### config.mk
export PLATFORM = sky130hd
export DESIGN_NAME = sdpd_top
export DESIGN_NICKNAME = d
export VERILOG_FILES = /design/src/design/sdpd_pkg.sv /design/src/design/sdpd_sync.sv /design/src/design/sdpd_top.sv
export SDC_FILE = /design/constraint.sdc
export NUM_CORES = 1
export LEC_CHECK = 0
export ABC_AREA = 1
export BUFFER_PORTS_ARGS = -buffer_cell sky130_fd_sc_hd__buf_2
export CAP_MARGIN = 20
export CORE_MARGIN = 2
export CORE_UTILIZATION = 46
export CTS_BUF_LIST = sky130_fd_sc_hd__clkbuf_4
export DETAILED_ROUTE_END_ITERATION = 10
export MAX_ROUTING_LAYER = met4
export PLACE_DENSITY = 0.78
export REMOVE_ABC_BUFFERS = 1
export SLEW_MARGIN = 20
export SYNTH_ARGS = -nofsm -noshare
export SYNTH_HDL_FRONTEND = slang
export SYNTH_SLANG_ARGS = --single-unit
### constraint.sdc
create_clock -name aclk -period 1.39 [get_ports aclk]
set_input_delay 0.3475 -clock aclk [delete_from_list [all_inputs] [get_ports aclk]]
set_output_delay 0.3475 -clock aclk [all_outputs]
set_load 0.005 [all_outputs]
### src/design/sdpd_pkg.sv
// Constants shared by the power-down clock-enable control block.
package sdpd_pkg;
  // Register byte offsets.
  localparam logic [7:0] REG_CTRL = 8'h00;
  localparam logic [7:0] REG_STATUS = 8'h04;
  localparam logic [7:0] REG_EXITCNT = 8'h08;
  // Control register field positions.
  localparam int CTRL_SLOW_EXIT = 0;
  localparam int CTRL_ODT_EN = 1;
  localparam int CTRL_DLL_LOCKED = 2;
  localparam logic [31:0] CTRL_RESET = 32'h0000_0004;
  // Command encoding on cs, ras, cas, we (all active low).
  localparam logic [3:0] CMD_NOP = 4'h7;
  localparam logic [3:0] CMD_ACT = 4'h3;
  localparam logic [3:0] CMD_REF = 4'h1;
  localparam logic [3:0] CMD_PRE = 4'h2;
  localparam logic [3:0] CMD_LM = 4'h0;
  localparam logic [3:0] CMD_RD = 4'h5;
  localparam logic [3:0] CMD_WR = 4'h4;
  // Exit delays in memory clocks.
  localparam int EXIT_NONREAD_CLK = 2;
  localparam int FAST_READ_CLK = 2;
  localparam int SLOW_READ_CLK = 6;
  localparam int SR_NONREAD_CLK = 200;
  localparam int SR_READ_CLK = 200;
  localparam int CKE_MIN_CLK = 3;
  // Operating states.
  typedef enum logic [2:0] {
    SDPD_IDLE = 3'b000,
    SDPD_ACTIVE = 3'b001,
    SDPD_PRE_PD = 3'b010,
    SDPD_ACT_PD = 3'b011,
    SDPD_SELF_REF = 3'b100
  } sdpd_state_t;
endpackage : sdpd_pkg

### src/design/sdpd_sync.sv
// Two-stage synchroniser with rising-edge detect on the synced level.
`timescale 1ns/1ps
module sdpd_sync (
  input wire logic aclk,
  input wire logic aresetn,
  input wire logic din,
  output logic dout,
  output logic rise
);
  // First stage, read only by the second stage.
  logic meta;
  // Previous synced value for edge detection.
  logic last;
  // Synchronising chain.
  always_ff @(posedge aclk) begin
    if (!aresetn) begin
      meta <= 1'b0;
      dout <= 1'b0;
      last <= 1'b0;
    end else begin
      meta <= din;
      dout <= meta;
      last <= dout;
    end
  end
  // One-cycle pulse on a rising synced edge.
  assign rise = dout & ~last;
endmodule : sdpd_sync

### src/design/sdpd_top.sv
// Power-down and self-refresh clock-enable state control of the memory.
// Notes on behaviour
// Idle entry is precharge, open row is active.
// Controller holds clock enable three edges.
// Controller waits exit delay before non-read.
// Fast exit uses short active-exit read delay.
// Slow exit uses long active-exit read delay.
// No power-down during column access.
// Unlocked loop needs reset after exit; the loop-locked control bit is stored and read back but never acted on.
// Entry and exit only with nop/deselect.
// Self refresh on refresh with enable falling.
// Self-refresh exit: nops, reads after 200.
// Low enable holds state, ignores commands.
// No refresh performed during power-down.
// Termination pin driven valid in power-down.
// No termination in self refresh.
// No entry during read, write, load, precharge.
// Unlisted enable/command pairs are illegal.
// Entry only after read burst completes.
// Entry one clock after write precharge start.
// Write recovery field is rounded up.
// Precharge power-down one clock after refresh.
// Active power-down one clock after activate.
// Precharge power-down one clock after precharge.
// Load needs idle banks; entry after load delay.
// Freeze loop in precharge power-down; buffers off.
// Keep previous clock-enable sample.
//
// Added by the designer: register access over AXI4-Lite and the register offsets.
`timescale 1ns/1ps
module sdpd_top (
  input wire logic aclk,
  input wire logic aresetn,
  // Memory-side pins, all from the link domain.
  input wire logic mem_clk,
  input wire logic cke,
  input wire logic cs_n,
  input wire logic ras_n,
  input wire logic cas_n,
  input wire logic we_n,
  input wire logic a10,
  input wire logic termination_control_pin,
  // Device status outputs.
  output logic termination_on,
  output logic dll_frozen,
  output logic buffers_on,
  output logic refreshing,
  output logic read_ready,
  output logic nonread_ready,
  output logic illegal_cmd,
  // AXI4-Lite slave.
  input wire logic [7:0] s_axi_awaddr,
  input wire logic s_axi_awvalid,
  output logic s_axi_awready,
  input wire logic [31:0] s_axi_wdata,
  input wire logic [3:0] s_axi_wstrb,
  input wire logic s_axi_wvalid,
  output logic s_axi_wready,
  output logic [1:0] s_axi_bresp,
  output logic s_axi_bvalid,
  input wire logic s_axi_bready,
  input wire logic [7:0] s_axi_araddr,
  input wire logic s_axi_arvalid,
  output logic s_axi_arready,
  output logic [31:0] s_axi_rdata,
  output logic [1:0] s_axi_rresp,
  output logic s_axi_rvalid,
  input wire logic s_axi_rready
);
  // Synchronised pin levels; bit 0 is the memory clock.
  logic [7:0] pins_raw;
  logic [7:0] pins;
  logic [7:0] pins_rise;
  // Clock-enable level at the previous memory clock edge.
  logic cke_prev;
  // Current device state.
  sdpd_pkg::sdpd_state_t state;
  // Open rows per bank are tracked as one open flag.
  logic row_open;
  // Control register and exit counter.
  logic [31:0] ctrl;
  logic [7:0] exit_cnt;
  logic [7:0] read_wait;
  logic [7:0] nonread_wait;
  // Decoded command on this memory edge.
  logic [3:0] cmd;
  logic edge_hit;
  logic nop_cmd;
  // Bus handshake state.
  logic aw_held;
  logic w_held;
  logic [7:0] aw_addr;
  logic [31:0] w_data;
  logic [3:0] w_strb;

  // Every pin passes two flip-flops before use.
  assign pins_raw = {a10, termination_control_pin, we_n, cas_n, ras_n,
                     cs_n, cke, mem_clk};
  genvar gi;
  generate
    for (gi = 0; gi < 8; gi = gi + 1) begin : g_sync
      sdpd_sync u_sync (
        .aclk(aclk),
        .aresetn(aresetn),
        .din(pins_raw[gi]),
        .dout(pins[gi]),
        .rise(pins_rise[gi])
      );
    end
  endgenerate

  // A memory clock rising edge is where the device samples its pins.
  assign edge_hit = pins_rise[0];
  // Command bits in package order: select, row, column, write strobes.
  assign cmd = pins[2] ? sdpd_pkg::CMD_NOP
                       : {1'b0, pins[3], pins[4], pins[5]};
  // Deselect and nop both count as nop.
  assign nop_cmd = (cmd == sdpd_pkg::CMD_NOP);

  // Previous clock-enable sample, updated on each memory edge.
  always_ff @(posedge aclk) begin
    if (!aresetn) begin
      cke_prev <= 1'b0;
    end else if (edge_hit) begin
      cke_prev <= pins[1];
    end
  end

  // Bank tracking from commands while clock enable stays high.
  always_ff @(posedge aclk) begin
    if (!aresetn) begin
      row_open <= 1'b0;
    end else if (edge_hit && cke_prev && pins[1]) begin
      if (cmd == sdpd_pkg::CMD_ACT) begin
        row_open <= 1'b1;
      end else if (cmd == sdpd_pkg::CMD_PRE && pins[7]) begin
        // Precharge all closes every row.
        row_open <= 1'b0;
      end else if (cmd == sdpd_pkg::CMD_PRE) begin
        // Single-bank precharge treated as closing the open row.
        row_open <= 1'b0;
      end else if ((cmd == sdpd_pkg::CMD_WR || cmd == sdpd_pkg::CMD_RD) &&
                   pins[7]) begin
        // Auto precharge closes the row, so a later entry is precharge.
        row_open <= 1'b0;
      end
    end
  end

  // Clock-enable truth table decode.
  always_ff @(posedge aclk) begin
    if (!aresetn) begin
      state <= sdpd_pkg::SDPD_IDLE;
    end else if (edge_hit) begin
      case (state)
        sdpd_pkg::SDPD_PRE_PD, sdpd_pkg::SDPD_ACT_PD: begin
          // Low enable keeps the state whatever the command.
          if (pins[1] && nop_cmd) begin
            state <= row_open ? sdpd_pkg::SDPD_ACTIVE
                              : sdpd_pkg::SDPD_IDLE;
          end
        end
        sdpd_pkg::SDPD_SELF_REF: begin
          if (pins[1] && nop_cmd) begin
            state <= sdpd_pkg::SDPD_IDLE;
          end
        end
        default: begin
          if (cke_prev && !pins[1]) begin
            if (cmd == sdpd_pkg::CMD_REF && !row_open) begin
              state <= sdpd_pkg::SDPD_SELF_REF;
            end else if (nop_cmd) begin
              // Entry kind follows the bank state, so entry one clock
              // after an activate, refresh or precharge is accepted.
              state <= row_open ? sdpd_pkg::SDPD_ACT_PD
                                : sdpd_pkg::SDPD_PRE_PD;
            end
          end else if (pins[1]) begin
            state <= row_open ? sdpd_pkg::SDPD_ACTIVE
                              : sdpd_pkg::SDPD_IDLE;
          end
        end
      endcase
    end
  end

  // Flags an edge whose enable and command pair is not in the table.
  always_ff @(posedge aclk) begin
    if (!aresetn) begin
      illegal_cmd <= 1'b0;
    end else if (edge_hit) begin
      illegal_cmd <= (cke_prev != pins[1]) && !nop_cmd &&
        !(cke_prev && cmd == sdpd_pkg::CMD_REF && !row_open);
    end
  end

  // Exit delay counter, started on the exit edge.
  always_ff @(posedge aclk) begin
    if (!aresetn) begin
      exit_cnt <= 8'hff;
      read_wait <= 8'h00;
      nonread_wait <= 8'h00;
    end else if (edge_hit) begin
      if (!cke_prev && pins[1] && nop_cmd) begin
        exit_cnt <= 8'h00;
        if (state == sdpd_pkg::SDPD_SELF_REF) begin
          read_wait <= 8'(sdpd_pkg::SR_READ_CLK);
          nonread_wait <= 8'(sdpd_pkg::SR_NONREAD_CLK);
        end else if (state == sdpd_pkg::SDPD_ACT_PD) begin
          read_wait <= ctrl[sdpd_pkg::CTRL_SLOW_EXIT]
            ? 8'(sdpd_pkg::SLOW_READ_CLK)
            : 8'(sdpd_pkg::FAST_READ_CLK);
          nonread_wait <= 8'(sdpd_pkg::EXIT_NONREAD_CLK);
        end else begin
          read_wait <= 8'(sdpd_pkg::EXIT_NONREAD_CLK);
          nonread_wait <= 8'(sdpd_pkg::EXIT_NONREAD_CLK);
        end
      end else if (exit_cnt != 8'hff) begin
        exit_cnt <= exit_cnt + 8'h01;
      end
    end
  end

  // Readiness after an exit; the controller must honour it.
  assign read_ready = (state == sdpd_pkg::SDPD_IDLE ||
    state == sdpd_pkg::SDPD_ACTIVE) && (exit_cnt >= read_wait);
  assign nonread_ready = (state == sdpd_pkg::SDPD_IDLE ||
    state == sdpd_pkg::SDPD_ACTIVE) && (exit_cnt >= nonread_wait);

  // Device status outputs derived from state.
  always_ff @(posedge aclk) begin
    if (!aresetn) begin
      termination_on <= 1'b0;
      dll_frozen <= 1'b0;
      buffers_on <= 1'b1;
      refreshing <= 1'b0;
    end else begin
      // Termination follows the pin when enabled in the control register, unless in self refresh.
      termination_on <= ctrl[sdpd_pkg::CTRL_ODT_EN] && pins[6] &&
        state != sdpd_pkg::SDPD_SELF_REF;
      dll_frozen <= (state == sdpd_pkg::SDPD_PRE_PD);
      buffers_on <= (state == sdpd_pkg::SDPD_IDLE ||
        state == sdpd_pkg::SDPD_ACTIVE);
      // Only self refresh refreshes; power-down does not.
      refreshing <= (state == sdpd_pkg::SDPD_SELF_REF);
    end
  end

  // Write address and data are taken in either order.
  assign s_axi_awready = !aw_held && !s_axi_bvalid;
  assign s_axi_wready = !w_held && !s_axi_bvalid;
  assign s_axi_bresp = 2'b00;
  always_ff @(posedge aclk) begin
    if (!aresetn) begin
      aw_held <= 1'b0;
      w_held <= 1'b0;
      aw_addr <= 8'h00;
      w_data <= 32'h0000_0000;
      w_strb <= 4'h0;
      s_axi_bvalid <= 1'b0;
    end else begin
      if (s_axi_awvalid && s_axi_awready) begin
        aw_held <= 1'b1;
        aw_addr <= s_axi_awaddr;
      end
      if (s_axi_wvalid && s_axi_wready) begin
        w_held <= 1'b1;
        w_data <= s_axi_wdata;
        w_strb <= s_axi_wstrb;
      end
      if (aw_held && w_held) begin
        aw_held <= 1'b0;
        w_held <= 1'b0;
        s_axi_bvalid <= 1'b1;
      end else if (s_axi_bvalid && s_axi_bready) begin
        s_axi_bvalid <= 1'b0;
      end
    end
  end

  // Control register write; writes elsewhere are ignored.
  always_ff @(posedge aclk) begin
    if (!aresetn) begin
      ctrl <= sdpd_pkg::CTRL_RESET;
    end else if (aw_held && w_held && aw_addr == sdpd_pkg::REG_CTRL &&
                 w_strb[0]) begin
      ctrl <= {29'h0, w_data[2:0]};
    end
  end

  // Read channel answers one cycle after the address is taken.
  assign s_axi_arready = !s_axi_rvalid;
  assign s_axi_rresp = 2'b00;
  always_ff @(posedge aclk) begin
    if (!aresetn) begin
      s_axi_rvalid <= 1'b0;
      s_axi_rdata <= 32'h0000_0000;
    end else if (s_axi_arvalid && s_axi_arready) begin
      s_axi_rvalid <= 1'b1;
      if (s_axi_araddr == sdpd_pkg::REG_CTRL) begin
        s_axi_rdata <= ctrl;
      end else if (s_axi_araddr == sdpd_pkg::REG_STATUS) begin
        s_axi_rdata <= {24'h0, illegal_cmd, nonread_ready, read_ready,
          row_open, cke_prev, 3'(state)};
      end else if (s_axi_araddr == sdpd_pkg::REG_EXITCNT) begin
        s_axi_rdata <= {24'h0, exit_cnt};
      end else begin
        s_axi_rdata <= 32'h0000_0000;
      end
    end else if (s_axi_rvalid && s_axi_rready) begin
      s_axi_rvalid <= 1'b0;
    end
  end
endmodule : sdpd_top

# --- Word-level counts from Yosys, hierarchy flattened ---
# Index checks and enable logic that the tools add are counted.
word_totals:
  ff_bits: 102
  wordCells: 140
op_classes:
  n_reduce_logical: 52
  addsub: 1
  mux: 27
  n_eq_ne: 18
  order_cmp: 2
  n_bitwise: 3
ops:
  columns: ["op", "count"]
  rows:
  - ["8-bit 2-to-1 mux", 7]
  - ["1-bit logical AND", 27]
  - ["3-bit 2-to-1 mux", 9]
  - ["8-bit greater-or-equal comparator", 2]
  - ["8-bit logical NOT", 2]
  - ["3-bit by 2-bit == test with 1-bit output, second input constant", 4]
  - ["3-bit == test, second input constant", 4]
  - ["1-bit 2-to-1 mux", 10]
  - ["1-bit logical NOT", 9]
  - ["8-bit by 1-bit adder with 8-bit output, second input constant", 1]
  - ["8-bit by 3-bit == test with 1-bit output, second input constant", 1]
  - ["8-bit by 4-bit == test with 1-bit output, second input constant", 1]
  - ["8-bit inequality test, second input constant", 1]
  - ["4-bit nonzero test", 2]
  - ["3-bit by 1-bit == test with 1-bit output, second input constant", 2]
  - ["3-bit one-hot mux with 2 select lines", 1]
  - ["2-bit AND reduction", 3]
  - ["2-bit nonzero test", 3]
  - ["5-bit by 2-bit inequality test with 1-bit output, second input constant", 1]
  - ["5-bit AND reduction", 1]
  - ["2-bit inequality test, second input constant", 2]
  - ["2-bit OR reduction", 2]
  - ["3-bit logical NOT", 1]
  - ["3-bit inequality test, second input constant", 1]
  - ["4 further kinds", 6]

# --- Longest topological paths before layout ---
depth:
  ltp_word: 8
  mapped_depth: 12
  mapped_depth_nobuf: 12

# --- Hierarchy ---
# Synthesis repeated with hierarchy kept, for this count alone.
hier_totals:
  hier_cells: 464
  hier_area_um2: 3365.7
modules_own_cells:
  columns: ["module", "n_inst", "area_each_um2", "cells_each", "seq_area_each_um2"]
  rows:
  - ["sdpd_top", 1, 2625.0, 376, 960.9]
  - ["sdpd_sync", 8, 92.6, 11, 60.1]

# --- Least setup slack after synthesis ---
# Ideal clock, no wire load.
synth_path:
  kind: "reg-to-output"
  start: "reg read_wait[6]"
  end: "out read_ready"
  t_arrival_ps: 1130
  n_path_buf: 0
  path_stages_with_launch: 9
  path_slack_ps: -88
  required_time_ps: 1043
  path_cell_list: "dfxtp_1 -> inv_1 -> ha_1 -> nand2_1 -> nor2_1 -> nand2_1 -> nand3_1 -> nand2_1 -> inv_1"
synth_between:
  elab_chain_len: 2
synth_lines:
  columns: ["element", "line", "source"]
  rows:
  - ["from (decl)", "sdpd_top.sv:83", "logic [7:0] read_wait;"]
  - ["from (signal assigned)", "sdpd_top.sv:207", "read_wait <= 8'(sdpd_pkg::SR_READ_CLK);"]
  - ["from (signal assigned)", "sdpd_top.sv:210", "read_wait <= ctrl[sdpd_pkg::CTRL_SLOW_EXIT]"]
  - ["from (signal assigned)", "sdpd_top.sv:215", "read_wait <= 8'(sdpd_pkg::EXIT_NONREAD_CLK);"]
  - ["8-bit greater-or-equal comparator", "sdpd_top.sv:226", "state == sdpd_pkg::SDPD_ACTIVE) && (exit_cnt >= read_wait);"]
  - ["1-bit logical AND", "sdpd_top.sv:226", null]
  - ["to (decl)", "sdpd_top.sv:48", "output logic read_ready,"]
# Every way passes these cells.

# --- Worst setup path in the final report ---
# Ends and elaborated chain as after synthesis.

==> results.cfg <==
[outcome]
status = complete, but fails checks
violations = setup timing

[yosys]
yosysUniqueCellTypes = 37
avgSynthCellArea_um2 = 7.34
ys_seq_area_frac = 0.408
synth_cells = 434
yosys-top-cells-count = 88 x nand2_1, 65 x dfxtp_1, 60 x inv_1
ys.flop_type = dfxtp_1
synth_top_area_share = 0.408
synth_edf_count = 0
syn_area_um2 = 3190
synth_top_cell_by_area = dfxtp_1
yosysWarningCount = 0
synth_most_common_cell = nand2_1
synthTopCellsByArea = dfxtp_1 41%, nand2_1 10%, inv_1 7.1%
ys_ff_latch = 65
synthArstFlopShare = 0

[run]
drv_cap = 0

[clock_tree]
clkSinkCount = 65
clk_latency_ns = 0.42
tritoncts = done
cts.path.max_buffers = 2
path_clk_slew_ns = 0.11
cts_buffers = 9
htree_levels = 3
root_buffer = clkbuf_4
holdBufCountCts = 0

[timing]
hold_viol = 0
fin_ws_ns = -0.634
setup_tns_ns = -2.24
finalCritPeriodShare = 1.46
slew_violations = 0
fin_crit_ns = 2.02
skew_ns = 0.0133
setup_viol = 12
rsz0062_at_grt = true
fmax_ghz = 0.494

[worst_setup_path]
crit_path_end_kind = output port
start_kind = flop
arrival_ns = 1.68
cp.required_ns = 1.04
crit_type = flop to output port
cp_max_fo = 6
r2r_slack_ns = -0.60
worstReg2RegStart = read_wait[6]$_SDFFE_PN0P_
timing.rr.end = s_axi_rdata[5]$_SDFFE_PN0P_
reg2regPathDepth = 15

[grt]
globalRouteOverflowTotal = 0
grt_pass1_wl_um = 11600
track_usage = 0.203
first_global_vias = 2715
grt_antenna_before_repair = 0
grt_max_degree = 35

[placement]
hpwl_um = 5020
portBuffers = 54
gp_congestion = 0.966
place_area_um2 = 3640

[drt]
ant_nets = 0
dr.pass1.iters = 4
post_drt_wl_per_cell_um = 12.2
drcViolationCount = 0
drtIter0Drc = 162
vias = 3063
totalWireLength_um = 7610
avgViaCountPerCell = 4.89

[floorplanning]
die_h_um = 87.2
num_io_pins = 115
die_area_um2 = 7610
rows = 30
fp.dieW_um = 87.2
start_util = 0.472
core_area_um2 = 6760

[power_and_ir_drop]
pwr_density_cell_nw_per_um2 = 904
p_leak_uw = 0.00211
vdd_drop_max_mv = 0.703

[hold_path]
holdPathEnd = g_sync[5].u_sync.meta$_SDFF_PN0_
whs_path_depth = 3
hold_path_class = input pin to flop
holdCritStartpoint = we_n

[finish]
multiInputGateArea_um2 = 1730
fillers = 568
drive_above_1_share = 0.370
final_core_util = 0.625
area_growth_pct = 32.5
final_area_um2 = 4220
diodes = 0
fin_nets = 616
regArea_um2 = 1330
cell usage in the layout (no fill, tap or decap), types with 3 or more instances in the layout:
master / instances
nor2_4: 8
buf_4: 45
nand4_1: 3
inv_1: 56
a31oi_1: 4
inv_2: 7
clkbuf_4: 10
o21ai_0: 23
a21oi_1: 23
conb_1: 28
dfxtp_2: 11
inv_4: 4
o211ai_1: 3
buf_2: 53
nand3_2: 6
ha_4: 5
buf_6: 4
dfxtp_4: 3
nor2_1: 38
nand3_1: 25
nor3_1: 3
nand2_4: 7
nand2_2: 11
nand2_1: 76
nor2_2: 6
dfxtp_1: 51
o21ai_1: 3
final cells by class:
cell class | instances | area share
Clock inverter | 6 | 0.0160
Timing Repair Buffer | 103 | 0.158
Sequential cell | 65 | 0.314
Tap cell | 80 | 0.0237
Inverter | 67 | 0.0619
Clock buffer | 10 | 0.0178
Multi-Input combinational cell | 295 | 0.408
worst max path at each step:
stage,to,start
global route,nonread_ready,read_wait[6]$_SDFFE_PN0P_
CTS,read_ready,read_wait[6]$_SDFFE_PN0P_
floorplan,read_ready,read_wait[6]$_SDFFE_PN0P_
finish,read_ready,read_wait[6]$_SDFFE_PN0P_
global placement,read_ready,read_wait[6]$_SDFFE_PN0P_
detailed placement,read_ready,read_wait[6]$_SDFFE_PN0P_
power by group:
part           internal (uW)  switching (uW)
clock                    573             704
combinational            243             306
sequential              1940            49.5
sequential cells by signal, indices dropped and copies added (netlist names), 3 cells and up:
name	count
aw_addr	8
state	3
ctrl	3
s_axi_rdata	8
w_data	3
read_wait	3
g_sync.u_sync.meta	8
g_sync.u_sync.dout	8
exit_cnt	8
repair_timing:
action | in CTS | in global routing
gates resized for setup | 32 | 43
setup buffers | 10 | 11
setup endpoints to repair | 15 | 21
cloned | 0 | 1
pin swaps | 14 | 19
metrics by stage:
stage	total power [uW]	hold WS [ns]	worst slack, ns	instances
after floorplan	2280	0.390	-0.0878	426
after global placement	2460	0.393	-0.246	588
after detailed placement	2470	0.396	-0.294	588
after CTS	3780	0.0864	-0.617	614
after global routing	4010	0.0820	-0.761	626
final	3820	0.101	-0.634	626
layer usage:
| metal | GRT usage | share of wire | wire length [um] |
|---|---|---|---|
| met5 | - | 0 | 0 |
| met4 | 0.0755 | 0.032 | 240 |
| met3 | 0.0682 | 0.053 | 400 |
| met2 | 0.354 | 0.51 | 3910 |
| met1 | 0.212 | 0.40 | 3050 |
worst max-delay path, cell delays in order (launching register included):
cell     delay (ns)
dfxtp_2        0.35
inv_4          0.06
ha_4           0.30
nand2_1        0.06
nor2_1         0.10
nand2_1        0.08
nand3_2        0.08
nand2_1        0.06
inv_1          0.06
buf_2          0.10
logic make-up (layout without fill, tap and decap cells):
kind of cell    Yosys count  in the layout  share of synthesized area
simple gates            191            192                      0.279
buf+inv                 102            186                      0.154
compound gates           65             65                      0.121
flops                    65             65                      0.408
fa+ha+maj                 8              8                     0.0314
xor+xnor                  2              2                    0.00550
other cells               1             28                    0.00118
(Power assumes the default switching activity.)
